**src/verilog/pat_defines.vh**
```
// pat_defines.vh: register map, field positions and reset values of the
// protection alarm/trip aggregator; included by pat_aggregator.v
`ifndef PAT_DEFINES_VH
`define PAT_DEFINES_VH

// register byte offsets (low address byte)
`define PAT_OFF_CTRL      8'h00
`define PAT_OFF_ACTIVE    8'h04
`define PAT_OFF_SUPV      8'h08
`define PAT_OFF_PHCAP     8'h0C
`define PAT_OFF_TBLK      8'h10
`define PAT_OFF_STATUS    8'h14
`define PAT_OFF_EALARM    8'h18
`define PAT_OFF_ETRIP     8'h1C
`define PAT_OFF_IRQ_STAT  8'h20
`define PAT_OFF_IRQ_CLR   8'h24
`define PAT_OFF_IRQ_EN    8'h28
`define PAT_OFF_TCMD      8'h2C
`define PAT_OFF_DLY_BASE  8'h40

// control register fields
`define PAT_CTRL_FN        0
`define PAT_CTRL_EXT_BLK   1
`define PAT_CTRL_PERM_TBLK 2
`define PAT_CTRL_EXT_TBLK  3
`define PAT_CTRL_W         4
`define PAT_CTRL_RST       4'h0

// status register fields
`define PAT_ST_GALARM   0
`define PAT_ST_GTRIP    1
`define PAT_ST_ALARM_A  2
`define PAT_ST_ALARM_B  3
`define PAT_ST_ALARM_C  4
`define PAT_ST_TRIP_A   5
`define PAT_ST_TRIP_B   6
`define PAT_ST_TRIP_C   7
`define PAT_ST_PBLK     8
`define PAT_ST_TBLK     9

// interrupt event fields
`define PAT_IRQ_GALARM  0
`define PAT_IRQ_GTRIP   1
`define PAT_IRQ_TCMD    2
`define PAT_IRQ_PBLK    3
`define PAT_IRQ_W       4
`define PAT_IRQ_RST     4'h0

`endif

```
**src/verilog/pat_aggregator.v**
```verilog
// pat_aggregator.v: master protection frame; per-element alarm/trip with
// delay timers, collective alarm/trip, blocking and trip commands.
// assumes synchronous element inputs and a single AHB-Lite master.
//
// Contract
// - element alarm rises as soon as its fault criterion is present.
// - element trip only if fault persists after its own delay expires.
// - general alarm is OR of contributing element alarms.
// - general trip is OR of contributing element trips.
// - supervision-only elements keep local states but never feed collectives.
// - supervision-only elements have no trip command nor its blocking.
// - unblocked non-supervision element commands trip on general trip.
// - master function off or frame blocked kills alarms, trips, commands.
// - external block enabled blocks protection while either block input true.
// - permanent command block suppresses commands; alarms, trips continue.
// - external trip-block enable suppresses commands while input true.
// - single-phase capable non-supervision elements feed phase collectives.
// - phase collective alarm is OR of element alarms concerning that phase.
// - phase collective trip is OR of element trips concerning that phase.
`timescale 1ns/1ps
`include "pat_defines.vh"

module pat_aggregator #(
   parameter N_ELEM = 8,
   parameter DLY_W  = 16
) (
   // clock and reset
   input  wire              hclk,
   input  wire              hresetn,
   // ahb-lite slave
   input  wire              hsel,
   input  wire [31:0]       haddr,
   input  wire [1:0]        htrans,
   input  wire              hwrite,
   input  wire [2:0]        hsize,
   input  wire [31:0]       hwdata,
   input  wire              hready,
   output reg  [31:0]       hrdata,
   output reg               hreadyout,
   output reg               hresp,
   // protection elements
   input  wire [N_ELEM-1:0] fault_in,
   input  wire [N_ELEM-1:0] fault_ph_a,
   input  wire [N_ELEM-1:0] fault_ph_b,
   input  wire [N_ELEM-1:0] fault_ph_c,
   // external blocking inputs
   input  wire              ext_block_in_a,
   input  wire              ext_block_in_b,
   input  wire              ext_trip_block_in,
   // element-local states
   output reg  [N_ELEM-1:0] elem_alarm,
   output reg  [N_ELEM-1:0] elem_trip,
   // collective signals
   output reg               gen_alarm,
   output reg               gen_trip,
   output reg               collective_alarm_phase_a,
   output reg               collective_alarm_phase_b,
   output reg               collective_alarm_phase_c,
   output reg               collective_trip_phase_a,
   output reg               collective_trip_phase_b,
   output reg               collective_trip_phase_c,
   output reg               prot_blocked,
   // breaker trip manager
   output reg  [N_ELEM-1:0] trip_command,
   // interrupt
   output reg               irq
);

   // software state
   reg [`PAT_CTRL_W-1:0] ctrl_r;
   reg [N_ELEM-1:0]      act_r;
   reg [N_ELEM-1:0]      supv_r;
   reg [N_ELEM-1:0]      phcap_r;
   reg [N_ELEM-1:0]      tblk_r;
   reg [DLY_W-1:0]       dly_r [0:N_ELEM-1];
   reg [DLY_W-1:0]       cnt_r [0:N_ELEM-1];
   reg [`PAT_IRQ_W-1:0]  irq_stat_r;
   reg [`PAT_IRQ_W-1:0]  irq_en_r;

   // bus data-phase capture
   reg                   wr_pend_r;
   reg [7:0]             wr_addr_r;

   // combinational terms
   reg                   prot_blk;
   reg                   tcmd_blk;
   reg [N_ELEM-1:0]      eff_on;
   reg [N_ELEM-1:0]      alarm_nxt;
   reg [N_ELEM-1:0]      trip_nxt;
   reg [N_ELEM-1:0]      held;
   reg [N_ELEM-1:0]      contrib;
   reg [N_ELEM-1:0]      tcmd_nxt;
   reg                   galarm_nxt;
   reg                   gtrip_nxt;
   reg [2:0]             ph_alarm_nxt;
   reg [2:0]             ph_trip_nxt;
   reg [`PAT_IRQ_W-1:0]  irq_evt;
   reg [`PAT_IRQ_W-1:0]  irq_stat_nxt;
   reg [31:0]            rd_word;
   reg [9:0]             status_w;

   wire addr_ph = hsel & htrans[1] & hready;
   // one loop index per process keeps every variable single-driven
   integer i;
   integer ti;
   integer wi;

   // delay slot decode: index of a delay register, or N_ELEM if none
   function integer dly_slot;
      input [7:0] a;
      integer k;
      begin
         dly_slot = N_ELEM;
         for (k = 0; k < N_ELEM; k = k + 1) begin
            if (a == `PAT_OFF_DLY_BASE + (k * 4))
               dly_slot = k;
         end
      end
   endfunction

   always @* begin
      prot_blk = ctrl_r[`PAT_CTRL_EXT_BLK] &
                 (ext_block_in_a | ext_block_in_b);
      tcmd_blk = ctrl_r[`PAT_CTRL_PERM_TBLK] |
                 (ctrl_r[`PAT_CTRL_EXT_TBLK] & ext_trip_block_in);
      contrib = ~supv_r;
      for (i = 0; i < N_ELEM; i = i + 1) begin
         eff_on[i] = ctrl_r[`PAT_CTRL_FN] & ~prot_blk & act_r[i];
         alarm_nxt[i] = eff_on[i] & fault_in[i];
         // trip after delay with fault held
         held[i] = (cnt_r[i] >= dly_r[i]);
         trip_nxt[i] = alarm_nxt[i] & held[i];
      end
      galarm_nxt = |(alarm_nxt & contrib);
      gtrip_nxt = |(trip_nxt & contrib);
      // phase outputs also need the element's phase-capable bit
      // phase collective alarms and trips
      ph_alarm_nxt[0] = |(alarm_nxt & contrib & phcap_r & fault_ph_a);
      ph_alarm_nxt[1] = |(alarm_nxt & contrib & phcap_r & fault_ph_b);
      ph_alarm_nxt[2] = |(alarm_nxt & contrib & phcap_r & fault_ph_c);
      ph_trip_nxt[0] = |(trip_nxt & contrib & phcap_r & fault_ph_a);
      ph_trip_nxt[1] = |(trip_nxt & contrib & phcap_r & fault_ph_b);
      ph_trip_nxt[2] = |(trip_nxt & contrib & phcap_r & fault_ph_c);
      // blocked commands still leave the general trip visible
      // trip command per contributing element
      tcmd_nxt = {N_ELEM{gtrip_nxt & ~tcmd_blk}} & contrib & eff_on &
                 ~tblk_r;
      // rising-edge events
      irq_evt = {prot_blk & ~prot_blocked,
                 (|tcmd_nxt) & ~(|trip_command),
                 gtrip_nxt & ~gen_trip,
                 galarm_nxt & ~gen_alarm};
      // set wins over software clear
      irq_stat_nxt = irq_stat_r;
      if (wr_pend_r && wr_addr_r == `PAT_OFF_IRQ_CLR)
         irq_stat_nxt = irq_stat_nxt & ~hwdata[`PAT_IRQ_W-1:0];
      irq_stat_nxt = irq_stat_nxt | irq_evt;
   end

   // element delay timers
   always @(posedge hclk or negedge hresetn) begin
      if (!hresetn) begin
         for (ti = 0; ti < N_ELEM; ti = ti + 1)
            cnt_r[ti] <= {DLY_W{1'b0}};
      end else begin
         for (ti = 0; ti < N_ELEM; ti = ti + 1) begin
            if (!alarm_nxt[ti])
               cnt_r[ti] <= {DLY_W{1'b0}};
            // counter stops at the delay so a long fault cannot wrap it
            else if (!held[ti])
               cnt_r[ti] <= cnt_r[ti] + {{(DLY_W-1){1'b0}}, 1'b1};
         end
      end
   end

   always @(posedge hclk or negedge hresetn) begin
      if (!hresetn) begin
         elem_alarm               <= {N_ELEM{1'b0}};
         elem_trip                <= {N_ELEM{1'b0}};
         gen_alarm                <= 1'b0;
         gen_trip                 <= 1'b0;
         collective_alarm_phase_a <= 1'b0;
         collective_alarm_phase_b <= 1'b0;
         collective_alarm_phase_c <= 1'b0;
         collective_trip_phase_a  <= 1'b0;
         collective_trip_phase_b  <= 1'b0;
         collective_trip_phase_c  <= 1'b0;
         prot_blocked             <= 1'b0;
         trip_command             <= {N_ELEM{1'b0}};
         irq_stat_r               <= `PAT_IRQ_RST;
         irq                      <= 1'b0;
      end else begin
         elem_alarm               <= alarm_nxt;
         elem_trip                <= trip_nxt;
         gen_alarm                <= galarm_nxt;
         gen_trip                 <= gtrip_nxt;
         collective_alarm_phase_a <= ph_alarm_nxt[0];
         collective_alarm_phase_b <= ph_alarm_nxt[1];
         collective_alarm_phase_c <= ph_alarm_nxt[2];
         collective_trip_phase_a  <= ph_trip_nxt[0];
         collective_trip_phase_b  <= ph_trip_nxt[1];
         collective_trip_phase_c  <= ph_trip_nxt[2];
         prot_blocked             <= prot_blk;
         trip_command             <= tcmd_nxt;
         irq_stat_r               <= irq_stat_nxt;
         // irq follows the next status so it rises with its event
         irq                      <= |(irq_stat_nxt & irq_en_r);
      end
   end

   // read mux, evaluated in the address phase
   always @* begin
      // bit 9 shows the live command block, not a registered copy
      status_w = {tcmd_blk, prot_blocked,
                  collective_trip_phase_c, collective_trip_phase_b,
                  collective_trip_phase_a, collective_alarm_phase_c,
                  collective_alarm_phase_b, collective_alarm_phase_a,
                  gen_trip, gen_alarm};
      rd_word = 32'h0000_0000;
      case ({haddr[7:2], 2'b00})
         `PAT_OFF_CTRL:     rd_word[`PAT_CTRL_W-1:0] = ctrl_r;
         `PAT_OFF_ACTIVE:   rd_word[N_ELEM-1:0] = act_r;
         `PAT_OFF_SUPV:     rd_word[N_ELEM-1:0] = supv_r;
         `PAT_OFF_PHCAP:    rd_word[N_ELEM-1:0] = phcap_r;
         `PAT_OFF_TBLK:     rd_word[N_ELEM-1:0] = tblk_r;
         `PAT_OFF_STATUS:   rd_word[9:0] = status_w;
         `PAT_OFF_EALARM:   rd_word[N_ELEM-1:0] = elem_alarm;
         `PAT_OFF_ETRIP:    rd_word[N_ELEM-1:0] = elem_trip;
         `PAT_OFF_IRQ_STAT: rd_word[`PAT_IRQ_W-1:0] = irq_stat_r;
         `PAT_OFF_IRQ_EN:   rd_word[`PAT_IRQ_W-1:0] = irq_en_r;
         `PAT_OFF_TCMD:     rd_word[N_ELEM-1:0] = trip_command;
         // the clear register is write-only and reads 0 here
         default: begin
            if (dly_slot({haddr[7:2], 2'b00}) < N_ELEM)
               rd_word[DLY_W-1:0] = dly_r[dly_slot({haddr[7:2], 2'b00})];
         end
      endcase
   end

   // ahb-lite slave: zero wait states, always okay
   always @(posedge hclk or negedge hresetn) begin
      if (!hresetn) begin
         hrdata    <= 32'h0000_0000;
         hreadyout <= 1'b1;
         hresp     <= 1'b0;
         wr_pend_r <= 1'b0;
         wr_addr_r <= 8'h00;
      end else begin
         // every transfer completes okay with no wait state
         hreadyout <= 1'b1;
         hresp     <= 1'b0;
         wr_pend_r <= addr_ph & hwrite;
         if (addr_ph)
            wr_addr_r <= {haddr[7:2], 2'b00};
         if (addr_ph && !hwrite)
            hrdata <= rd_word;
      end
   end

   // register writes in the data phase
   always @(posedge hclk or negedge hresetn) begin
      if (!hresetn) begin
         ctrl_r   <= `PAT_CTRL_RST;
         act_r    <= {N_ELEM{1'b0}};
         supv_r   <= {N_ELEM{1'b0}};
         phcap_r  <= {N_ELEM{1'b0}};
         tblk_r   <= {N_ELEM{1'b0}};
         irq_en_r <= `PAT_IRQ_RST;
         for (wi = 0; wi < N_ELEM; wi = wi + 1)
            dly_r[wi] <= {DLY_W{1'b0}};
      end else if (wr_pend_r) begin
         case (wr_addr_r)
            `PAT_OFF_CTRL:   ctrl_r   <= hwdata[`PAT_CTRL_W-1:0];
            `PAT_OFF_ACTIVE: act_r    <= hwdata[N_ELEM-1:0];
            `PAT_OFF_SUPV:   supv_r   <= hwdata[N_ELEM-1:0];
            `PAT_OFF_PHCAP:  phcap_r  <= hwdata[N_ELEM-1:0];
            `PAT_OFF_TBLK:   tblk_r   <= hwdata[N_ELEM-1:0];
            `PAT_OFF_IRQ_EN: irq_en_r <= hwdata[`PAT_IRQ_W-1:0];
            // unmapped offsets match no slot and are dropped
            default: begin
               for (wi = 0; wi < N_ELEM; wi = wi + 1) begin
                  if (dly_slot(wr_addr_r) == wi)
                     dly_r[wi] <= hwdata[DLY_W-1:0];
               end
            end
         endcase
      end
   end

endmodule // pat_aggregator

```
**config.mk**
```make
export PLATFORM = sky130hd
export DESIGN_NAME = pat_aggregator
export DESIGN_NICKNAME = d
export VERILOG_FILES = /design/src/verilog/pat_aggregator.v
export VERILOG_INCLUDE_DIRS = /design/src /design/src/verilog
export SDC_FILE = /design/constraint.sdc
export NUM_CORES = 1
export LEC_CHECK = 0
export BUFFER_PORTS_ARGS = -buffer_cell sky130_fd_sc_hd__buf_2
export CORE_ASPECT_RATIO = 0.75
export CORE_UTILIZATION = 45
export DETAILED_ROUTE_END_ITERATION = 12
export PLACE_DENSITY_LB_ADDON = 0.1
export SETUP_SLACK_MARGIN = 0.5
export SLEW_MARGIN = 20
export SYNTH_ARGS = -nofsm -noshare
export SYNTH_HDL_FRONTEND = slang
export SYNTH_SLANG_ARGS = --single-unit
```
**constraint.sdc**
```tcl
create_clock -name hclk -period 2.9 [get_ports hclk]
set_input_delay 0.145 -clock hclk [delete_from_list [all_inputs] [get_ports hclk]]
set_output_delay 0.145 -clock hclk [all_outputs]
set_load 0.05 [all_outputs]
```
==> impl_results.md, run 1 <==
- Final nets: 2,562
- VDD IR max: 0.423 mV
- Routed Antenna Nets: 0
- I/O pins: 177
- Top cell type's share of synthesized area: 44.4%
- Ys async rst share: 100%
- Worst Path Required: 3.31 ns
- Initial core utilization: 46.0%
- PwrDens: 482 nW/um^2
- CTS tree: yes
- Multi-input logic area: 11,700 sq um
- Die Span X: 246 microns
- Via count: 16.9k
- Global Route met1 Usage: 40.9%
- Critical Path Max Stage Delay: 0.46 ns
- Status: completed
- Setup TNS: 0 ns
- Main area contributors after synthesis: dfrtp_1 44%, ha_1 8.5%, mux2_2 5.7%, nand2_1 3.9%, xnor2_1 3.6%
- Total gr overflow: 0
- Worst setup EP type: flop
- Initial antenna violation count: 2
- Root cell of the clock tree: clkbuf_16
- Die H: 185 microns
- Register area share after synthesis: 44.4%
- Vias in the first global route: 16.6k
- Top_reg_cell synth: dfrtp_1
- WS Path Type: reg -> reg
- Gpl congestion: 0.943
- Busiest grt layer: met2
- Largest net degree at the start of global routing: 73
- Placed cell count: 2,729
- Min Tclk post-route: 2.76 ns
- # DRC: 0
- CP arrival: 3.17 ns
- Drt pass-1 iters: 6
- RSZ-0062 raised after global routing: yes
- Largest delay share family, worst path: compound AO/OA/AOI/OAI gates
- Startpoint types: flop
- Crit path max fanout: 6
- Worst Skew: 0.0249 ns
- Synth warn: 0
- Post-DP HPWL: 48.2 mm
- Fmax: 363 MHz
- Met2 GRT Util: 45.0%
- Vias/cell: 5.77
- Hold Vio Cnt, Final: 0
- Slew headroom: 32.8%
- Max Buffers Root-to-Sink: 3
- Final max-slew violation count: 0
- Clk Latency, worst-skew pair: 0.55 ns
- Clock sink count: 357
- Sequential cell area: 8940 sq um
- H-tree Lvls: 2
- Layout cells sized above 1: 29.1%
- Fillers: 3,667
- GRT Util Overall: 29.7%
- Dominant cell type by area after synthesis: dfrtp_1
- Layout Cells excl Fill: 2,924
- Floorplan row count: 66
- Detailed-route wire length: 67.6 mm
- Max cap viols: 0
- WP buf/inv: 2
- Port Buffer Count: 112
- Mapped Cells: 2,035
- First-pass GRT wire length: 101 mm
- Post-synthesis cell type count: 77
- Synthesized cell area: 20,100 sq um
- Count of flip-flops with a built-in enable after synthesis: 0
- Crit path cell chain: ha_1 > a21oi_1 > o21ai_2 > a211oi_1 > a211oi_1 > buf_4 > a2111o_1 > buf_4 > o211ai_1 > nand3_1
- Clock-pin transition on the worst setup and hold timing paths: 0.06 ns
- CTS Buf Count: 41
- Die area: 45,500 sq um
- #FFs+latches synth: 357
- Final Setup Violations: 0
- Routed wire per std cell: 23.1 microns
- Mean Syn Cell Area: 9.88 sq um
- DRT iter0 DRCs: 1,303
- Area delta synth->final: 28.4%
- HP Class: in -> reg
- Final period util: 95.0%
- Critical-path top delay cell: dfrtp_1
- Pleak: 11.8 nW
- Core Region: 43,700 sq um
- Routing usage on met3: 8.42%
- Least-Margin Pin Slew: 1.01 ns
==> state kept, by name, indices dropped and copies added (netlist names), 4 cells and up <==
signal        count
elem_trip         8
irq_en_r          4
irq_stat_r        4
ctrl_r            4
phcap_r           8
trip_command      8
wr_addr_r         6
supv_r            8
hrdata           16
elem_alarm        8
act_r             8
tblk_r            8
dly_r           128
cnt_r           128
==> cells in the mapped netlist (all sizes together), types with 6 or more instances <==
| cell type | instances |
|---|---|
| o21ai | 132 |
| mux2i | 35 |
| nand4 | 46 |
| or3 | 17 |
| ha | 136 |
| mux2 | 102 |
| nor2 | 180 |
| a21oi | 67 |
| a2111oi | 6 |
| dfrtp | 357 |
| inv | 163 |
| nor3 | 38 |
| o211ai | 17 |
| buf | 30 |
| a31oi | 18 |
| and3 | 24 |
| nor4 | 46 |
| xor2 | 18 |
| xnor2 | 82 |
| nand2 | 211 |
| a2111o | 8 |
| nand2b | 21 |
| mux4 | 29 |
| clkbuf | 66 |
| a22oi | 10 |
| nor3b | 8 |
| a221oi | 10 |
| nand3 | 54 |
| a211oi | 15 |
| and2 | 9 |
| o221ai | 10 |
==> cells by family after synthesis <==
kind of cell / count (synthesis) / share of synthesized area, %
mux: 166 / 10.7
simple gates: 679 / 16.1
fa+ha+maj: 136 / 8.46
flops: 357 / 44.4
buf+inv: 260 / 5.23
xor+xnor: 100 / 4.36
compound gates: 335 / 10.7
other cells: 2 / 0.0374
==> routing by layer <==
layer	wire [microns]	part of all wire, %	vias to the layer above
li1	-	-	7754
met5	13	0.019	-
met4	2010	3.0	2
met3	5420	8.0	122
met1	30200	45	8457
met2	30000	44	545
==> cells in the final DEF, fill, tap and decap left out, drive strengths merged, types with 38 or more instances in the layout <==
master  netlist  final
inv         163    163
nand2       211    211
nand4        46     46
nor2        180    180
nor4         46     46
mux2        102    102
a21oi        67     67
buf          30    290
o21ai       132    132
nand3        54     54
xnor2        82     82
dfrtp       357    357
clkbuf       66     64
ha          136    136
nor3         38     38
==> per-stage QoR <==
stage	utilization, %	total power, mW	instance area [sq um]	hold WS, ns	worst slack (ns)
after floorplan	-	6.55	20300	-0.151	0.269
after global placement	50.1	7.25	21900	0.169	0.0640
after detailed placement	50.2	7.29	21900	0.174	0.0153
after CTS	56.6	12.4	24700	0.00673	0.184
after global routing	59.1	12.9	25800	0.0257	0.0525
final	59.1	12.4	25800	0.0250	0.145
==> layout make-up <==
cell class / count / share of cell area [%]
Multi-Input combinational cell: 1434 / 45.5
Timing Repair Buffer: 319 / 9.75
Clock inverter: 9 / 0.368
Clock buffer: 62 / 4.55
Inverter: 164 / 2.40
Tap cell: 578 / 2.80
Sequential cell: 357 / 34.6
Antenna cell: 1 / 0.00970
==> power by group <==
group | switching (mW) | internal, mW | total, mW
combinational | 1.16 | 0.629 | 1.79
clock | 2.10 | 2.96 | 5.06
sequential | 0.287 | 5.29 | 5.57
total | 3.55 | 8.87 | 12.4
==> worst min-delay path, delay by kind of cell <==
kind / cells / cell delay (ns)
and+or+nand+nor: 3 / 0.27
buffers and inverters: 1 / 0.10
==> timing repair <==
| item | 4_1_cts | 5_1_grt |
|---|---|---|
| pin swaps | 73 | 122 |
| gates resized for setup | 140 | 141 |
| cloned | 3 | 2 |
| setup buffers | 58 | 33 |
| hold endpoints to repair | 110 | 0 |
| hold buffers | 27 | 0 |
| endpoints found under the setup margin | 116 | 146 |
==> worst paths after layout <==
kind / startpoint / to / slack, ns / cells past startpoint
setup / recovery: cnt_r[43] / irq / 0.14 / 10
hold / removal: fault_ph_b[5] / collective_trip_phase_b / 0.03 / 4
setup reg to reg: cnt_r[43] / irq / 0.14 / 10
hold reg to reg: hrdata[10] / hrdata[10] / 0.49 / 2
max in group asynchronous: hresetn / cnt_r[41] / 1.90 / 3
min in group asynchronous: hresetn / cnt_r[114] / 0.18 / 2
No activity file was read; power rests on OpenSTA's default activity.
==> inputs of run 2 (changes only) <==
--- a/config.mk
+++ b/config.mk
@@ -10,6 +10,7 @@
 export CORE_ASPECT_RATIO = 0.75
 export CORE_UTILIZATION = 45
 export DETAILED_ROUTE_END_ITERATION = 12
+export HOLD_SLACK_MARGIN = 0.1
 export PLACE_DENSITY_LB_ADDON = 0.1
 export SETUP_SLACK_MARGIN = 0.5
 export SLEW_MARGIN = 20
==> impl_results.md, run 2 (same netlist as run 1, synthesis figures left out) <==
- Largest net degree at the start of global routing: 73 (unchanged)
- Fillers: 3,645 (-0.60%)
- Die Span X: 246 microns (unchanged)
- PwrDens: 478 nW/um^2 (-0.64%)
- Startpoint types: flop
- GRT Util Overall: 29.8% (+0.18 points)
- Clk Latency, worst-skew pair: 0.55 ns (about the same)
- Initial core utilization: 46.0% (unchanged)
- Max Buffers Root-to-Sink: 3 (unchanged)
- Final nets: 2,583 (+0.82%)
- Final max-slew violation count: 0 (unchanged)
- Drt pass-1 iters: 6 (unchanged)
- Gpl congestion: 0.943 (unchanged)
- Placed inst area: 21,900 sq um (unchanged)
- Routed wire per std cell: 23.1 microns (-0.28%)
- Status: completed
- Via count: 16.9k (+0.041%)
- Worst Path Required: 3.29 ns (-0.02 ns)
- I/O pins: 177 (unchanged)
- Root cell of the clock tree: clkbuf_16
- Final Setup Violations: 0 (unchanged)
- CTS tree: yes
- Final period util: 95.2% (+0.17 points)
- Most common cell after layout, fill and taps aside: dfrtp_1
- Final instance area: 26,000 sq um (+0.86%)
- CTS Buf Count: 41 (unchanged)
- Worst setup EP type: flop
- Clock-pin transition on the worst setup and hold timing paths: 0.06 ns (about the same)
- Multi-input logic area: 11,700 sq um (about the same)
- Hold slack: 0.126 ns (+0.101 ns)
- Initial antenna violation count: 2 (unchanged)
- Vias in the first global route: 16.7k (+0.72%)
- First-pass GRT wire length: 102 mm (+0.63%)
- Area delta synth->final: 29.5%
- Hold Vio Cnt, Final: 0 (unchanged)
- Place WS: 0.0153 ns (unchanged)
- Pleak: 11.9 nW (+0.75%)
- Least-Margin Pin Slew: 1.00 ns (-0.000254 ns)
- WS Path Type: reg -> reg
- Clock sink count: 357 (unchanged)
- Detailed-route wire length: 68.0 mm (+0.47%)
- HP Class: in -> reg
- Total gr overflow: 0 (unchanged)
- Placed cell count: 2,729 (unchanged)
- Crit path max fanout: 3 (-3)
- Vias/cell: 5.73 (-0.71%)
- Layout cells sized above 1: 28.9% (-0.17 points)
- Die area: 45,500 sq um (unchanged)
- Most frequent cells in the layout: 352 x dfrtp_1, 204 x nand2_1, 175 x nor2_1
- Port Buffer Count: 112 (unchanged)
- Layout Cells excl Fill: 2,946 (+0.75%)
- Min Tclk post-route: 2.76 ns (+0.00487 ns)
- Total Power: 12.5 mW (+0.22%)
- Slew headroom: 32.8% (about the same)
- Sequential cell area: 8940 sq um (unchanged)
- # DRC: 0 (unchanged)
- Die H: 185 microns (unchanged)
- Util after Layout: 59.6% (+0.51 points)
- Floorplan row count: 66 (unchanged)
- Max cap viols: 0 (unchanged)
- Fmax: 362 MHz (-0.18%)
- Post-DP HPWL: 48.2 mm (unchanged)
- VDD IR max: 0.423 mV (about the same)
- Setup TNS: 0 ns (unchanged)
- RSZ-0062 raised after global routing: yes
- CP arrival: 3.15 ns (-0.02 ns)
- Setup ws final: 0.140 ns (-0.00487 ns)
- Core Region: 43,700 sq um (unchanged)
- Routed Antenna Nets: 0 (unchanged)
- DRT iter0 DRCs: 1,313 (+0.77%)
- Worst Skew: 0.0299 ns (+0.00500 ns)
- H-tree Lvls: 2 (unchanged)
- Biggest regs: cnt_r: 128 flops, dly_r: 128 flops, hrdata: 16 flops
==> run 2: changes by cell type in the layout (fill, tap and decap cells not counted) <==
cell / before / now
a211oi_1: 7 / 5
a211oi_2: 7 / 9
diode_2: 1 / 2
dlygate4sd3_1: 27 / 48
==> run 2: final cells by class <==
class / instances / area share (%)
multi-input cells: 1434 / 45.1
flip-flops and latches: 357 / 34.3
repair buffers: 340 / 10.5
clock buffers: 62 / 4.51
well taps: 578 / 2.78
inverters: 164 / 2.38
clock inverters: 9 / 0.365
diodes: 2 / 0.0192
==> run 2: critical path: stages, from the launching register on <==
cell	delay, ns
dfrtp_1	0.39
ha_1	0.29
nand2b_4	0.14
a2111o_1	0.38
a211o_1	0.30
a221o_2	0.39
buf_4	0.16
nand4_1	0.07
nand4_1	0.08
or4_1	0.42
==> run 2: where the power goes <==
part	leakage, nW	total (mW)	switching, mW	internal (mW)
Clock	0.628	5.07	2.11	2.96
Sequential	4.40	5.57	0.286	5.29
Combinational	6.87	1.81	1.16	0.648
==> run 2: path summary, 6_finish.rpt <==
path / start / endpoint / slack, ns / cells after the start
worst max register to register: dly_r[32] / collective_trip_phase_b / 0.14 / 9
worst min-delay path: ext_trip_block_in / hrdata[9] / 0.13 / 4
max in group asynchronous: hresetn / collective_alarm_phase_c / 1.90 / 3
worst max-delay path: dly_r[32] / collective_trip_phase_b / 0.14 / 9
worst min register to register: hrdata[10] / hrdata[10] / 0.49 / 2
min in group asynchronous: hresetn / cnt_r[114] / 0.18 / 2
==> run 2: metal layers <==
| layer | up-vias | GRT usage [%] | share of wire, % |
|---|---|---|---|
| met5 | - | 0 | 0.019 |
| met4 | 2 | 9.37 | 3.1 |
| met3 | 133 | 8.24 | 7.8 |
| met2 | 516 | 45.4 | 44 |
| met1 | 8427 | 41.1 | 45 |
| li1 | 7809 | - | - |
==> run 2: repair_timing <==
item	in CTS	in global routing
setup endpoints to repair	116	146
resized for setup	140	143
pin swaps	73	122
hold endpoints to repair	262	0
setup buffers	58	33
hold buffers	48	0
gates cloned	3	2
